## src/rsr_pkg.sv

```systemverilog
// Package for the reset and stop-recovery sequencer: timing, register map, field layout.
// Assumes a single 250 MHz system clock and a 32-bit AHB-Lite register port.
package rsr_pkg;

    localparam int CLK_PERIOD_NS = 4;

    // Least times, rounded up to whole cycles
    localparam int RST_TIMEOUT_NS = 1000;
    localparam int POR_DELAY_NS   = 2000;
    localparam logic [12:0] RST_TIMEOUT_CYC =
        13'((RST_TIMEOUT_NS + CLK_PERIOD_NS - 1) / CLK_PERIOD_NS);
    localparam logic [12:0] POR_DELAY_CYC =
        13'((POR_DELAY_NS + CLK_PERIOD_NS - 1) / CLK_PERIOD_NS);

    // Oscillator period, rounded down to whole cycles of the system clock
    localparam int IPO_PERIOD_NS = 180;
    localparam logic [7:0] IPO_DIV_CYC = 8'(IPO_PERIOD_NS / CLK_PERIOD_NS);

    // Stop-recovery hold, in oscillator cycles
    localparam logic [12:0] SMR_FAST_IPO = 13'h0042;
    localparam int          SMR_SLOW_IPO = 5000;

    // Consecutive low samples that make an external reset
    localparam logic [1:0] EXT_FILTER_CYC = 2'h3;

    // Register byte offsets
    localparam logic [7:0] ADDR_CAUSE  = 8'h00;
    localparam logic [7:0] ADDR_MASK   = 8'h04;
    localparam logic [7:0] ADDR_DBG    = 8'h08;
    localparam logic [7:0] ADDR_OSC    = 8'h0C;
    localparam logic [7:0] ADDR_PINCFG = 8'h10;
    localparam logic [7:0] ADDR_STATE  = 8'h14;

    // reset_cause_register fields
    localparam int CAUSE_W   = 5;
    localparam int CAUSE_POR = 0;
    localparam int CAUSE_EXT = 1;
    localparam int CAUSE_WDT = 2;
    localparam int CAUSE_BO  = 3;
    localparam int CAUSE_SMR = 4;
    localparam logic [CAUSE_W-1:0] CAUSE_RESET = 5'h00;
    localparam logic [CAUSE_W-1:0] MASK_RESET  = 5'h00;

    // oscillator_config_register fields
    localparam int OSC_W       = 4;
    localparam int OSC_IPO_EN  = 0;
    localparam int OSC_XTAL_EN = 1;
    localparam int OSC_SEL_LO  = 2;
    localparam logic [1:0]       CLKSEL_IPO = 2'h0;
    localparam logic [OSC_W-1:0] OSC_RESET  = 4'h1;

    // Debug control and pin configuration bits
    localparam int DBG_RST_REQ   = 0;
    localparam int PINCFG_DRIVE  = 0;

    typedef enum logic [1:0] {
        RSR_RUN,
        RSR_RESET,
        RSR_STOP,
        RSR_RECOVER
    } rsr_state_t;

endpackage

```

## src/rsr_sync2.sv

```systemverilog
// Two-flop synchroniser for one level from outside the clock domain.
// Assumes the idle level of the input is high (reset pin released).
`timescale 1ns/10ps
`default_nettype none
module rsr_sync2 (
    input  wire logic clock,
    input  wire logic sys_rst,
    input  wire logic async_in,
    output logic      sync_out
);
    logic meta_ff;
    logic sync_ff;

    always_ff @(posedge clock) begin
        if (sys_rst) begin
            meta_ff <= 1'b1;
            sync_ff <= 1'b1;
        end else begin
            meta_ff <= async_in;
            sync_ff <= meta_ff;
        end
    end

    assign sync_out = sync_ff;
endmodule // rsr_sync2
`default_nettype wire

```

## src/rsr_delay_cnt.sv

```systemverilog
// Loadable down counter for reset and recovery hold times.
// Assumes tick is a one-cycle enable at the counting rate.
`timescale 1ns/10ps
`default_nettype none
module rsr_delay_cnt (
    input  wire logic        clock,
    input  wire logic        sys_rst,
    input  wire logic        load,
    input  wire logic [12:0] load_val,
    input  wire logic        tick,
    output logic             busy
);
    logic [12:0] cnt_ff;

    always_ff @(posedge clock) begin
        if (sys_rst) begin
            cnt_ff <= 13'h0000;
        end else if (load) begin
            cnt_ff <= load_val;
        end else if (tick && (cnt_ff != 13'h0000)) begin
            cnt_ff <= cnt_ff - 13'h0001;
        end
    end

    assign busy = (cnt_ff != 13'h0000);
endmodule // rsr_delay_cnt
`default_nettype wire

```

## src/rsr_top.sv

```systemverilog
// Reset sequencer and stop-mode recovery with an AHB-Lite register port.
// Assumes internal reset sources and CPU stop signals come from logic on the same clock.
// Summary of operation
// - An external reset low for four clock periods always resets; three may or may not.
// - The device stays in reset while the external reset pin is held low.
// - A pin held low past the time-out releases reset on the fourth clock edge after its release.
// - A reset from the external pin sets outside_pin_reset_flag in reset_cause_register.
// - During an internal or debugger reset, or when configured, the pin is an open-drain low reset output.
// - Power-on, brown-out and watchdog resets also drive the reset pin low.
// - An internal reset drives the pin low until that reset type's delay has elapsed.
// - Setting debug_reset_request starts a power-on style reset that spares the debugger.
// - debug_reset_request clears itself during the reset it started.
// - A debugger reset sets the power-on flag in reset_cause_register.
// - Executing the stop instruction puts the device in the stop state.
// - Stop recovery holds the CPU in reset 66 oscillator cycles, or 5000 with crystal on.
// - Stop recovery changes only reset_cause_register and oscillator_config_register.
// - After stop recovery the internal oscillator is enabled and selected as clock.
`timescale 1ns/10ps
`default_nettype none
module rsr_top #(
    parameter int SMR_SLOW_CYC = rsr_pkg::SMR_SLOW_IPO
) (
    input  wire logic        clock,
    input  wire logic        sys_rst,
    // Reset pin, open drain
    input  wire logic        rst_pin_n_in,
    output logic             rst_pin_n_out,
    output logic             rst_pin_oe,
    // Internal reset sources and CPU handshakes
    input  wire logic        power_on_reset,
    input  wire logic        brownout_detect,
    input  wire logic        watchdog_timeout,
    input  wire logic        stop_exec,
    input  wire logic        stop_wake,
    output logic             chip_reset,
    output logic             cpu_reset,
    output logic             stop_mode,
    output logic             ipo_enable,
    output logic             xtal_enable,
    output logic [1:0]       clk_select,
    output logic             irq,
    // AHB-Lite slave
    input  wire logic        hsel,
    input  wire logic [31:0] haddr,
    input  wire logic [1:0]  htrans,
    input  wire logic        hwrite,
    input  wire logic [2:0]  hsize,
    input  wire logic [31:0] hwdata,
    input  wire logic        hready,
    output logic             hreadyout,
    output logic [31:0]      hrdata,
    output logic             hresp
);
    import rsr_pkg::*;

    rsr_state_t         st_ff;
    rsr_state_t         nxt_st;
    logic [CAUSE_W-1:0] cause_ff;
    logic [CAUSE_W-1:0] mask_ff;
    logic [OSC_W-1:0]   osc_ff;
    logic               dbg_req_ff;
    logic               pin_drive_ff;
    logic               internal_ff;
    logic               oe_ff;
    logic [1:0]         oe_hist_ff;
    logic [1:0]         ext_cnt_ff;
    logic               ext_low_ff;
    logic [7:0]         ipo_div_ff;
    logic               ipo_tick_ff;
    logic               chip_reset_ff;
    logic               cpu_reset_ff;
    logic               stop_mode_ff;
    logic               irq_ff;
    logic               wr_pend_ff;
    logic               rd_pend_ff;
    logic [7:0]         addr_ff;
    logic               hreadyout_ff;
    logic [31:0]        hrdata_ff;
    logic               pin_sync;
    logic               pin_quiet;
    logic               int_src;
    logic               any_src;
    logic               dly_busy;
    logic               dly_load;
    logic [12:0]        dly_val;
    logic               dly_tick;
    logic               smr_done;
    logic               bus_take;
    logic               wr_cause;
    logic [CAUSE_W-1:0] cause_set;

    function automatic logic [31:0] rd_mux(input logic [7:0] a);
        logic [31:0] d;
        d = 32'h0000_0000;
        if (a == ADDR_CAUSE) begin
            d[CAUSE_W-1:0] = cause_ff;
        end else if (a == ADDR_MASK) begin
            d[CAUSE_W-1:0] = mask_ff;
        end else if (a == ADDR_DBG) begin
            d[DBG_RST_REQ] = dbg_req_ff;
        end else if (a == ADDR_OSC) begin
            d[OSC_W-1:0] = osc_ff;
        end else if (a == ADDR_PINCFG) begin
            d[PINCFG_DRIVE] = pin_drive_ff;
        end else if (a == ADDR_STATE) begin
            d[1:0] = st_ff;
        end
        return d;
    endfunction

    // External pin capture and glitch filter
    rsr_sync2 u_pin_sync (
        .clock    (clock),
        .sys_rst  (sys_rst),
        .async_in (rst_pin_n_in),
        .sync_out (pin_sync)
    );

    // Our own drive shows up on the input after the synchroniser; blank it out
    assign pin_quiet = ~(oe_ff | oe_hist_ff[0] | oe_hist_ff[1]);

    always_ff @(posedge clock) begin
        if (sys_rst) begin
            ext_cnt_ff <= 2'h0;
            ext_low_ff <= 1'b0;
        end else if (pin_sync || !pin_quiet) begin
            ext_cnt_ff <= 2'h0;
            ext_low_ff <= 1'b0;
        end else if (ext_cnt_ff != EXT_FILTER_CYC) begin
            ext_cnt_ff <= ext_cnt_ff + 2'h1;
            ext_low_ff <= (ext_cnt_ff + 2'h1) == EXT_FILTER_CYC;
        end
    end

    always_ff @(posedge clock) begin
        if (sys_rst) begin
            oe_hist_ff <= 2'h0;
        end else begin
            oe_hist_ff <= {oe_hist_ff[0], oe_ff};
        end
    end

    // Oscillator-rate enable
    always_ff @(posedge clock) begin
        if (sys_rst) begin
            ipo_div_ff  <= 8'h00;
            ipo_tick_ff <= 1'b0;
        end else if (ipo_div_ff == IPO_DIV_CYC - 8'h01) begin
            ipo_div_ff  <= 8'h00;
            ipo_tick_ff <= 1'b1;
        end else begin
            ipo_div_ff  <= ipo_div_ff + 8'h01;
            ipo_tick_ff <= 1'b0;
        end
    end

    // Sequencer
    assign int_src = power_on_reset | brownout_detect | watchdog_timeout;
    assign any_src = int_src | dbg_req_ff | ext_low_ff;

    always_comb begin
        nxt_st   = st_ff;
        dly_load = 1'b0;
        dly_val  = RST_TIMEOUT_CYC;
        smr_done = 1'b0;
        case (st_ff)
            RSR_RUN: begin
                if (stop_exec) begin
                    nxt_st = RSR_STOP;
                end
            end
            RSR_STOP: begin
                if (stop_wake) begin
                    nxt_st   = RSR_RECOVER;
                    dly_load = 1'b1;
                    dly_val  = osc_ff[OSC_XTAL_EN] ? 13'(SMR_SLOW_CYC)
                                                   : SMR_FAST_IPO;
                end
            end
            RSR_RECOVER: begin
                if (!dly_busy) begin
                    nxt_st   = RSR_RUN;
                    smr_done = 1'b1;
                end
            end
            RSR_RESET: begin
                // Exit needs the delay over and every source gone
                if (!dly_busy && !ext_low_ff && !int_src) begin
                    nxt_st = RSR_RUN;
                end
            end
            default: nxt_st = RSR_RUN;
        endcase
        if (any_src && (st_ff != RSR_RESET)) begin
            nxt_st   = RSR_RESET;
            dly_load = 1'b1;
            dly_val  = (power_on_reset | brownout_detect | dbg_req_ff) ?
                       POR_DELAY_CYC : RST_TIMEOUT_CYC;
        end
    end

    assign dly_tick = (st_ff == RSR_RECOVER) ? ipo_tick_ff : 1'b1;

    rsr_delay_cnt u_delay (
        .clock    (clock),
        .sys_rst  (sys_rst),
        .load     (dly_load),
        .load_val (dly_val),
        .tick     (dly_tick),
        .busy     (dly_busy)
    );

    always_ff @(posedge clock) begin
        if (sys_rst) begin
            st_ff <= RSR_RUN;
        end else begin
            st_ff <= nxt_st;
        end
    end

    always_ff @(posedge clock) begin
        if (sys_rst) begin
            internal_ff <= 1'b0;
        end else if (dly_load && (nxt_st == RSR_RESET)) begin
            internal_ff <= int_src | dbg_req_ff;
        end
    end

    // Outputs to the chip; the debugger stays outside chip_reset
    always_ff @(posedge clock) begin
        if (sys_rst) begin
            chip_reset_ff <= 1'b0;
            cpu_reset_ff  <= 1'b0;
            stop_mode_ff  <= 1'b0;
            oe_ff         <= 1'b0;
        end else begin
            chip_reset_ff <= (nxt_st == RSR_RESET);
            cpu_reset_ff  <= (nxt_st == RSR_RESET) || (nxt_st == RSR_RECOVER);
            stop_mode_ff  <= (nxt_st == RSR_STOP);
            oe_ff         <= ((nxt_st == RSR_RESET) && (dly_load ? (int_src | dbg_req_ff)
                             : (internal_ff && dly_busy))) || pin_drive_ff;
        end
    end

    // AHB-Lite: writes without wait, reads with one wait state
    assign bus_take = hsel && htrans[1] && hready;
    assign wr_cause = wr_pend_ff && (addr_ff == ADDR_CAUSE);

    always_ff @(posedge clock) begin
        if (sys_rst) begin
            wr_pend_ff   <= 1'b0;
            rd_pend_ff   <= 1'b0;
            addr_ff      <= 8'h00;
            hreadyout_ff <= 1'b1;
            hrdata_ff    <= 32'h0000_0000;
        end else begin
            wr_pend_ff   <= bus_take && hwrite;
            rd_pend_ff   <= bus_take && !hwrite;
            hreadyout_ff <= !(bus_take && !hwrite);
            if (bus_take) begin
                addr_ff <= {haddr[7:2], 2'b00};
            end
            if (rd_pend_ff) begin
                hrdata_ff <= rd_mux(addr_ff);
            end
        end
    end

    // Cause flags: hardware set wins over a write-one clear
    always_comb begin
        cause_set = '0;
        if (dly_load && (nxt_st == RSR_RESET)) begin
            cause_set[CAUSE_POR] = power_on_reset | dbg_req_ff;
            cause_set[CAUSE_EXT] = ext_low_ff;
            cause_set[CAUSE_WDT] = watchdog_timeout;
            cause_set[CAUSE_BO]  = brownout_detect;
        end
        cause_set[CAUSE_SMR] = smr_done;
    end

    always_ff @(posedge clock) begin
        if (sys_rst) begin
            cause_ff <= CAUSE_RESET;
        end else begin
            cause_ff <= (cause_ff & ~(wr_cause ? hwdata[CAUSE_W-1:0] : '0)) | cause_set;
        end
    end

    always_ff @(posedge clock) begin
        if (sys_rst) begin
            mask_ff      <= MASK_RESET;
            pin_drive_ff <= 1'b0;
        end else if (wr_pend_ff && (addr_ff == ADDR_MASK)) begin
            mask_ff <= hwdata[CAUSE_W-1:0];
        end else if (wr_pend_ff && (addr_ff == ADDR_PINCFG)) begin
            pin_drive_ff <= hwdata[PINCFG_DRIVE];
        end
    end

    // Request clears once the reset it started is running
    always_ff @(posedge clock) begin
        if (sys_rst) begin
            dbg_req_ff <= 1'b0;
        end else if (st_ff == RSR_RESET) begin
            dbg_req_ff <= 1'b0;
        end else if (wr_pend_ff && (addr_ff == ADDR_DBG)) begin
            dbg_req_ff <= hwdata[DBG_RST_REQ];
        end
    end

    // Recovery forces the oscillator choice; other settings keep their values
    always_ff @(posedge clock) begin
        if (sys_rst) begin
            osc_ff <= OSC_RESET;
        end else if (smr_done) begin
            osc_ff[OSC_IPO_EN]                <= 1'b1;
            osc_ff[OSC_SEL_LO+1:OSC_SEL_LO]   <= CLKSEL_IPO;
        end else if (wr_pend_ff && (addr_ff == ADDR_OSC)) begin
            osc_ff <= hwdata[OSC_W-1:0];
        end
    end

    always_ff @(posedge clock) begin
        if (sys_rst) begin
            irq_ff <= 1'b0;
        end else begin
            irq_ff <= |(cause_ff & mask_ff);
        end
    end

    assign rst_pin_n_out = 1'b0;
    assign rst_pin_oe    = oe_ff;
    assign chip_reset    = chip_reset_ff;
    assign cpu_reset     = cpu_reset_ff;
    assign stop_mode     = stop_mode_ff;
    assign ipo_enable    = osc_ff[OSC_IPO_EN];
    assign xtal_enable   = osc_ff[OSC_XTAL_EN];
    assign clk_select    = osc_ff[OSC_SEL_LO+1:OSC_SEL_LO];
    assign irq           = irq_ff;
    assign hreadyout     = hreadyout_ff;
    assign hrdata        = hrdata_ff;
    assign hresp         = 1'b0;

endmodule // rsr_top
`default_nettype wire

```

## config.mk

```make
export PLATFORM = sky130hd
export DESIGN_NAME = rsr_top
export DESIGN_NICKNAME = d
export VERILOG_FILES = /design/src/rsr_pkg.sv /design/src/rsr_sync2.sv /design/src/rsr_delay_cnt.sv /design/src/rsr_top.sv
export SDC_FILE = /design/constraint.sdc
export NUM_CORES = 1
export LEC_CHECK = 0
export BUFFER_PORTS_ARGS = -buffer_cell sky130_fd_sc_hd__buf_2
export CAP_MARGIN = 25
export CORE_MARGIN = 1
export CORE_UTILIZATION = 30
export DETAILED_ROUTE_END_ITERATION = 8
export GPL_ROUTABILITY_DRIVEN = 0
export GPL_TIMING_DRIVEN = 0
export REMOVE_ABC_BUFFERS = 1
export SYNTH_ARGS = -nofsm -noshare
export SYNTH_HDL_FRONTEND = slang
export SYNTH_SLANG_ARGS = --single-unit
```

## constraint.sdc

```tcl
create_clock -name clock -period 2.6 [get_ports clock]
set_clock_uncertainty 0.2 [all_clocks]
set_input_delay 0.13 -clock clock [delete_from_list [all_inputs] [get_ports clock]]
set_output_delay 0.13 -clock clock [all_outputs]
set_load 0.05 [all_outputs]
```

==> results by group, run 1 <==
Timing
  – Slew Limit Fails: 0
  – Post-route minimum period: 2270 ps
  – Max Freq: 440 MHz
  – Tightest Pin Transition: 665 ps
  – Slew Limit Headroom: 0.545
  – Setup_tns: 0 ps
  – RSZ-0062 raised after global routing: false
  – Final Hold Vio Count: 0
  – Hold Slack: 136 ps
  – Setup Viol. Count Final: 0
  – Period utilization: 0.875

Synthesis
  – Synth area leaders: dfxtp_1, buf_4, nor2_1
  – Top-count cell post-synth: dfxtp_1
  – EDFF count, synth: 0
  – Asr flop ratio synth: 0
  – Synth Flop Type: dfxtp_1
  – Synth Area per Inst: 8.81 um^2
  – Cell Area, Synth: 3330 um^2
  – Largest area contributor in the netlist: dfxtp_1
  – Yosys top cell area share: 0.397
  – Synth unique cells: 62
  – Sequential share of the synthesized area: 0.397
  – Ys Warns: 0
  – Post-synth top cells: dfxtp_1, nor2_1, buf_4, nand2_1, mux2i_1
  – #FFs+latches synth: 66
  – Synth Instances: 378

Setup path
  – Worst Path Required: 2600 ps
  – Worst path top cell family by delay: compound AO/OA/AOI/OAI gates
  – Cells along the critical path: nand2b_1 -> a2111oi_0 -> a21o_1 -> o22ai_1
  – Reg2reg setup slack: 330 ps
  – Setup CP Type: reg -> reg
  – Startpoint Class: register
  – Worst Path Arrival: 2280 ps
  – Crit-path max FO: 13
  – WP buf/inv: 0
  – Critical Path Max Stage Delay: 710 ps
  – Highest-delay cell along the critical path: a2111oi_0
  – CP endpoint kind: register

Layout
  – Proportion of layout cells with a drive suffix above 1: 0.165
  – Nets: 514
  – Layout Cells excl Fill: 571
  – Filler Cells Inserted: 1131
  – Synth-to-Final Area Change: 16.7%
  – Final Util: 0.359
  – N_diodes: 0

Pwr
  – Power Total: 2.38 mW
  – Power per cell area: 612 nW/um^2
  – Lkg Pwr: 1.62 nW
  – Maximum VDD drop: 0.225 mV

Status
  – Outcome: complete, no violations

Floorplanning
  – Initial core utilization: 0.307
  – Die width: 107 um
  – Cell row count: 38
  – Die Ht: 107 um
  – Die area: 11500 um^2
  – Core Footprint: 10800 um^2
  – Top Ports: 124

Place
  – Port bufs: 37
  – Post-DP HPWL: 5.11 mm
  – DP Cell Count: 539

Route
  – DRC Markers: 0
  – Via count: 2698
  – First-pass iteration count of the detailed router: 4
  – WL per Instance: 12.7 um
  – Initial drt markers: 132
  – Via density: 4.73
  – Final ANT Viol Nets: 0
  – Overall routed net length: 7.24 mm

Clocking
  – Htree depth: 3
  – Max Root-Sink Buffers: 2
  – Clock Sinks: 66
  – Worst-path clk slew: 70 ps
  – CTS tree: built
  – PostCTS Resize Cnt: 0
  – Worst-skew pair later-pin latency: 330 ps
  – Clk root buf: clkbuf_8
  – Clock buffer count from CTS: 9

Global route
  – All-Layer GR Usage: 0.134
  – Initial antenna violation count: 0
  – First-pass GRT wire length: 12.1 mm
  – Largest net degree at the start of global routing: 60
  – Total congestion overflow: 0
  – Vias in the first global route: 2501

Worst hold path
  – HP Class: in -> reg

Job
  – Number of max-cap violations: 0
## through the flow
step                      setup slack (ps)  instance area, um^2
final                                  325                 3890
after global routing                  37.8                 3890
after CTS                              289                 3860
after detailed placement               293                 3510
after global placement                 303                 3510
after floorplan                        437                 3150
## placed cells by master (no fill, tap or decap), types with 3 or more instances in the layout
master         synthesis  final
conb_1                 1     29
dfxtp_1               66     66
nor4_4                 3      3
a21oi_1               17     17
nand2b_1               7      7
nor2b_1                8      8
o21ai_0                8      8
nand2_1               25     25
a211oi_1               5      5
dlygate4sd3_1          0     17
nand3_1               16     16
ha_1                   6      6
mux2i_1               19     19
xnor2_1                8      8
nor2_1                55     55
nand4_1                4      4
a22oi_1                5      5
buf_2                  5     37
and3_1                 3      3
inv_1                 11     11
clkbuf_8               0     11
xor2_1                 5      5
nor3_1                14     14
## state kept, by name (all words and copies together), names as in the netlist, 2 cells and up
name and count:
hrdata 5, ext_cnt_ff 2, ipo_div_ff 8, osc_ff 4, cause_ff 5, u_delay.cnt_ff 13, addr_ff 6, mask_ff 5
oe_hist_ff 2
## logic make-up after synthesis
| group | synth area share |
|---|---|
| simple gates | 0.255 |
| flops | 0.397 |
| compound gates | 0.127 |
| buf+inv | 0.0999 |
| mux | 0.0638 |
| xor+xnor | 0.0342 |
| fa+ha+maj | 0.0225 |
| other cells | 0.00113 |
## where the power goes
group	switching, mW	leakage (nW)	total, mW	internal, mW
Clock	0.366	0.101	0.848	0.481
Sequential	0.0519	0.539	1.11	1.05
Combinational	0.277	0.977	0.425	0.148
Total	0.696	1.62	2.38	1.68
## tightest hold or removal path: stages
cell     delay, ps
buf_2          100
nand3_1        300
nor3b_1         90
## routing by layer
layer  up-vias  wire, um  track usage
li1       1354         -            -
met1      1265      3570        0.177
met2        69      3250        0.206
met3        10       325       0.0363
met4         0        98       0.0509
met5         -         0            0
## path summary, 6_finish.rpt
kind,start,end,cells past startpoint
worst min register to register,u_pin_sync.meta_ff,u_pin_sync.sync_out,1
worst max register to register,cpu_reset,rst_pin_oe,4
worst min-delay path,htrans[1],wr_pend_ff,3
worst max-delay path,cpu_reset,rst_pin_oe,4
## repair_timing
item | in CTS | in global routing
endpoints found under the setup margin | 0 | 0
setup buffers | 0 | 0
hold buffers | 16 | 1
hold endpoints to repair | 27 | 9
## final cells by class
class | count | area (um^2) | share of cell area
Timing Repair Buffer | 55 | 375 | 0.0966
Clock inverter | 3 | 40.0 | 0.0103
Clock buffer | 11 | 151 | 0.0389
Tap cell | 140 | 175 | 0.0451
Sequential cell | 66 | 1320 | 0.340
Inverter | 11 | 41.3 | 0.0106
Multi-Input combinational cell | 285 | 1780 | 0.459
Power figures use the tool's default switching activity.
==> run 2, diff against run 1 <==
--- a/config.mk
+++ b/config.mk
@@ -12,6 +12,7 @@
 export DETAILED_ROUTE_END_ITERATION = 8
 export GPL_ROUTABILITY_DRIVEN = 0
 export GPL_TIMING_DRIVEN = 0
+export RECOVER_POWER = 100
 export REMOVE_ABC_BUFFERS = 1
 export SYNTH_ARGS = -nofsm -noshare
 export SYNTH_HDL_FRONTEND = slang
==> run 2 against run 1 <==
Net effect:
- non-clock buffer count stayed put
- wire length shrank 0.87%
- power decreased by 0.75%
- die area unchanged
- clock power barely moved
- final area down 1.8%
- critical path depth up 1
- sequential share of layout area grew 0.64 points
- setup slack worse by 120 ps
- hold slack improved by 4.2 ps
- highest routed layer unchanged
==> results by group, run 2 (synthesis gave the netlist of run 1 again) <==
Status
  – Outcome: complete, no violations

Layout
  – Final Util: 0.352
  – Most frequent cells in the layout: dfxtp_1, nor2_1, conb_1
  – Synth-to-Final Area Change: 14.5%
  – Filler Cells Inserted: 1139
  – Most flops, register: u_delay.cnt_ff
  – Multi-input combinational cell area: 1750 um^2
  – Max FFs per register: 13
  – Nets: 514
  – N_diodes: 0
  – Leading cell type in the layout, fill and taps excluded: dfxtp_1
  – Top Registers: u_delay.cnt_ff (13), ipo_div_ff (8), addr_ff (6)
  – Register area: 1320 um^2
  – Layout Cells excl Fill: 571
  – Proportion of layout cells with a drive suffix above 1: 0.123

Clocking
  – Worst-path clk slew: 70 ps
  – PostCTS Resize Cnt: 0
  – Clock buffer count from CTS: 9
  – Max Root-Sink Buffers: 2
  – Htree depth: 3
  – Clock Sinks: 66
  – Clk root buf: clkbuf_8
  – CTS tree: built
  – Post-CTS Setup Bufs: 0
  – Worst-skew pair later-pin latency: 330 ps

Place
  – Port bufs: 37
  – Pre-CTS setup slack: 293 ps
  – Post-DP HPWL: 5.11 mm
  – DP Cell Count: 539

Global route
  – Vias in the first global route: 2501
  – All-Layer GR Usage: 0.134
  – First-pass GRT wire length: 12.1 mm
  – Initial antenna violation count: 0
  – Total congestion overflow: 0
  – Largest net degree at the start of global routing: 60

Timing
  – Final Hold Vio Count: 0
  – Slew Limit Headroom: 0.340
  – Setup WS post-layout: 205 ps
  – Setup_tns: 0 ps
  – RSZ-0062 raised after global routing: false
  – Post-route minimum period: 2400 ps
  – Setup Viol. Count Final: 0
  – Tightest Pin Transition: 990 ps
  – Max Freq: 417 MHz
  – Period utilization: 0.921
  – Slew Limit Fails: 0

Route
  – Via count: 2711
  – Overall routed net length: 7.18 mm
  – WL per Instance: 12.6 um
  – Via density: 4.75
  – Initial drt markers: 141
  – First-pass iteration count of the detailed router: 4
  – DRC Markers: 0
  – Final ANT Viol Nets: 0

Floorplanning
  – Die width: 107 um
  – Cell row count: 38
  – Die area: 11500 um^2
  – Core Footprint: 10800 um^2
  – Die Ht: 107 um
  – Top Ports: 124
  – Initial core utilization: 0.307

Job
  – Number of max-cap violations: 0

Setup path
  – Worst Path Required: 2630 ps
  – Crit-path max FO: 13
  – Setup CP Type: reg -> reg
  – Reg2reg setup slack: 200 ps
  – Worst Path Arrival: 2430 ps
  – Startpoint Class: register
  – CP endpoint kind: register

Worst hold path
  – HP Class: in -> reg

Pwr
  – Maximum VDD drop: 0.223 mV
  – Power per cell area: 619 nW/um^2
  – Lkg Pwr: 1.54 nW
-- run 2: power breakdown --
part           leakage, nW  total [mW]  switching (mW)  internal (mW)
clock                0.101       0.845           0.363          0.481
combinational        0.902       0.415           0.275          0.140
sequential           0.539        1.10          0.0474           1.05
total                 1.54        2.36           0.686           1.67
-- run 2: critical path, cell delays in order (launching register included) --
cell	delay (ps)
dfxtp_1	370
nor4_2	630
a41o_2	510
nor2_1	130
a31o_1	240
a211oi_1	220
-- run 2: final timing paths --
kind / start / end / cells after the start
worst max-delay path: u_delay.cnt_ff[2] / u_delay.cnt_ff[9] / 5
worst min register to register: u_pin_sync.meta_ff / u_pin_sync.sync_out / 1
worst max register to register: u_delay.cnt_ff[2] / u_delay.cnt_ff[9] / 5
worst min-delay path: htrans[1] / wr_pend_ff / 3
-- run 2: metrics by stage --
| step | area, um^2 | total power [mW] | hold slack [ps] |
|---|---|---|---|
| floorplan | 3150 | 1.43 | -5.35 |
| global placement | 3510 | 1.52 | 117 |
| detailed placement | 3510 | 1.53 | 131 |
| CTS | 3860 | 2.40 | 128 |
| global route | 3820 | 2.48 | 163 |
| finish | 3820 | 2.36 | 140 |
-- run 2: layout make-up --
| type | instances | area share |
|---|---|---|
| Multi-Input combinational cell | 285 | 0.458 |
| Inverter | 11 | 0.0108 |
| Sequential cell | 66 | 0.346 |
| Tap cell | 140 | 0.0459 |
| Clock inverter | 3 | 0.0105 |
| Clock buffer | 11 | 0.0397 |
| Timing Repair Buffer | 55 | 0.0892 |
-- run 2: per-layer routing --
layer	vias up	wire, um	GRT usage
met5	-	0	0
met4	0	70	0.0509
met3	6	302	0.0363
met2	72	3270	0.206
met1	1273	3530	0.177
li1	1360	-	-
-- run 2: repair_timing --
action                                 CTS  global route
hold buffers                            16             1
setup endpoints to repair                0             0
endpoints found under the hold margin   27             9
==> run 3, diff against run 2 <==
--- a/config.mk
+++ b/config.mk
@@ -5,6 +5,7 @@
 export SDC_FILE = /design/constraint.sdc
 export NUM_CORES = 1
 export LEC_CHECK = 0
+export ABC_AREA = 1
 export BUFFER_PORTS_ARGS = -buffer_cell sky130_fd_sc_hd__buf_2
 export CAP_MARGIN = 25
 export CORE_MARGIN = 1
@@ -14,6 +15,7 @@
 export GPL_TIMING_DRIVEN = 0
 export RECOVER_POWER = 100
 export REMOVE_ABC_BUFFERS = 1
+export SLEW_MARGIN = 20
 export SYNTH_ARGS = -nofsm -noshare
 export SYNTH_HDL_FRONTEND = slang
 export SYNTH_SLANG_ARGS = --single-unit
==> run 3 against run 2 <==
Net effect:
- non-clock buffer count down 2
- wire length up 7.6%
- core utilization up 0.58 points
- register-to-register slack better by 400 ps
- critical path depth up 5
- clock power up 3.6%
- largest cell class unchanged
- highest routed layer unchanged
==> results by group, run 3 <==
Clocking
  – Clk root buf: clkbuf_8
  – Clock buffer count from CTS: 9
  – Worst-path clk slew: 70 ps
  – Htree depth: 3
  – Worst-skew pair later-pin latency: 350 ps
  – CTS tree: built
  – Post-CTS Setup Bufs: 0
  – Clock Sinks: 66
  – Max Root-Sink Buffers: 2

Place
  – Post-DP HPWL: 5.67 mm
  – Port bufs: 37

Synthesis
  – EDFF count, synth: 0
  – #FFs+latches synth: 66
  – Mux cell area share after synthesis: 0.00298
  – Yosys top cell area share: 0.393
  – Synth Area in XOR/XNOR: 0.0182
  – Adder-cell share of the synthesized area: 0.0223
  – Simple-gate share of the synthesized area: 0.289
  – Synth Instances: 478
  – Largest area contributor in the netlist: dfxtp_1
  – Synth unique cells: 37
  – Top-count cell post-synth: nand2_1
  – Largest family of logic cells by synthesized area: simple AND/OR/NAND/NOR gates
  – Sequential share of the synthesized area: 0.393
  – Synth Area per Inst: 7.03 um^2
  – Post-synth top cells: nand2_1, nor2_1, dfxtp_1, inv_1, a21oi_1
  – Ys Warns: 0
  – Cell Area, Synth: 3360 um^2
  – Synth Flop Type: dfxtp_1
  – Synth area leaders: dfxtp_1, nand2_1, nor2_1
  – Asr flop ratio synth: 0
  – Synth Area in Compound Gates: 0.135

Setup path
  – Reg2reg end: mask_ff[3]
  – Startpoint Class: primary input
  – Worst Reg-to-Reg Cells: 6
  – Cells along the critical path: dlygate4sd3_1 -> clkbuf_1 -> nor2_1 -> nand4_1 -> nand2_1 -> nand2_2 -> nor2_1 -> o21ai_0 -> nand2_1 -> nor2_2
  – Worst Path Required: 2640 ps
  – CP endpoint kind: register
  – R2r startpoint: addr_ff[6]
  – Critical Path Max Stage Delay: 540 ps
  – Highest-delay cell along the critical path: dlygate4sd3_1
  – Crit-path max FO: 9
  – Worst Path Arrival: 2180 ps
  – Setup CP Type: in -> reg
  – Reg2reg setup slack: 600 ps

Global route
  – Gr busiest metal: met2
  – Largest net degree at the start of global routing: 32
  – All-Layer GR Usage: 0.143
  – Vias in the first global route: 2847
  – Grt met3 use: 0.0230
  – Met1 Use GR: 0.175
  – Met2 Usage GRT: 0.240
  – First-pass GRT wire length: 12.9 mm
  – Initial antenna violation count: 0
  – Total congestion overflow: 0

Layout
  – N_diodes: 0
  – Synth-to-Final Area Change: 16.0%
  – Most frequent cells in the layout: nand2_1, nor2_1, dfxtp_1
  – Max FFs per register: 13
  – Final Util: 0.358
  – Leading cell type in the layout, fill and taps excluded: nand2_1
  – Most flops, register: u_delay.cnt_ff
  – Top Registers: u_delay.cnt_ff (13), ipo_div_ff (8), addr_ff (6)
  – Nets: 620
  – Proportion of layout cells with a drive suffix above 1: 0.0928

Timing
  – Max Freq: 467 MHz
  – Post-route minimum period: 2140 ps
  – Final Hold Vio Count: 0
  – Setup_tns: 0 ps
  – Slew Limit Headroom: 0.389
  – Tightest Pin Transition: 916 ps
  – Setup Viol. Count Final: 0
  – Period utilization: 0.823
  – Slew Limit Fails: 0
  – RSZ-0062 raised after global routing: false

Route
  – Initial drt markers: 143
  – WL per Instance: 11.4 um
  – Final ANT Viol Nets: 0
  – Via count: 3112
  – Overall routed net length: 7.73 mm
  – First-pass iteration count of the detailed router: 5
  – Via density: 4.58
  – DRC Markers: 0

Pwr
  – Power per cell area: 637 nW/um^2
  – Lkg Pwr: 1.71 nW
  – Maximum VDD drop: 0.378 mV

Floorplanning
  – Die area: 11600 um^2
  – Core Footprint: 10900 um^2
  – Top Ports: 124
  – Die width: 108 um
  – Initial core utilization: 0.309
  – Cell row count: 38
  – Die Ht: 108 um

Status
  – Outcome: complete, no violations

Job
  – Number of max-cap violations: 0

Worst hold path
  – Hold Path End: u_delay.cnt_ff[1]
  – HP Class: in -> reg
  – Hold Crit Depth: 2
  – Hold path start: sys_rst
[run 3: cell count changes after synthesis, sizes merged, moves of 8 or more]
cell / delta
inv: +44
nand3: +15
a21oi: +22
o21ai: +30
nor2: +27
mux2i: -18
nor3: -8
nor2b: -8
nand2: +60
[run 3: worst max-delay path by stage]
stage | startpoint | end | depth (start not counted)
4_1_cts | u_delay.cnt_ff[0] | stop_mode | 7
3_5_place_dp | sys_rst | ipo_div_ff[6] | 4
2_1_floorplan | cpu_reset | u_delay.cnt_ff[1] | 7
5_1_grt | brownout_detect | u_delay.cnt_ff[6] | 10
6_report | brownout_detect | u_delay.cnt_ff[6] | 10
3_3_place_gp | sys_rst | ipo_div_ff[4] | 4
[run 3: what timing repair did]
item,4_1_cts,5_1_grt
resized for setup,0,0
hold buffers,16,0
endpoints found under the hold margin,26,0
[run 3: worst max-delay path: cells and delay by family]
family                 cells  cell delay (ps)
AOI/OAI and AO/OA          1               90
buffers and inverters      2              660
and+or+nand+nor            7             1280
[run 3: layout make-up]
cell class	count	area [um^2]
Tap cell	140	175
Multi-Input combinational cell	348	1660
Clock inverter	6	66.3
Clock buffer	10	138
Fill cell	1189	6990
Sequential cell	66	1320
Inverter	56	210
Timing Repair Buffer	53	325
[run 3: layer usage]
metal / up-vias / part of all wire / routed length, um
met5: - / 0 / 0
met4: 0 / 0.022 / 169
li1: 1596 / - / -
met3: 15 / 0.033 / 257
met2: 77 / 0.47 / 3640
met1: 1424 / 0.47 / 3670
[run 3: cells by family (layout without fill, tap and decap cells)]
| group | Yosys count | in the layout |
|---|---|---|
| AO/OA/AOI/OAI | 85 | 85 |
| XOR/XNOR | 7 | 7 |
| adder cells (fa/ha/maj) | 6 | 6 |
| buffers and inverters | 92 | 125 |
| flip-flops | 66 | 66 |
| multiplexers | 1 | 1 |
| other | 1 | 29 |
| AND/OR/NAND/NOR | 220 | 220 |
[run 3: through the flow]
step	hold WS, ps	std cells	setup WS [ps]	total power, mW	instance area [um^2]
2_1_floorplan	-0.934	470	679	1.50	3210
6_report	18.5	679	460	2.48	3900
3_3_place_gp	114	647	525	1.61	3570
4_1_cts	15.3	679	691	2.51	3940
5_1_grt	38.0	679	294	2.62	3900
3_5_place_dp	117	647	495	1.61	3570
[run 3: power breakdown]
part | internal (mW) | switching, mW | total (mW)
registers | 1.06 | 0.0479 | 1.11
clock network | 0.468 | 0.407 | 0.875
logic | 0.143 | 0.356 | 0.499
total | 1.67 | 0.811 | 2.48
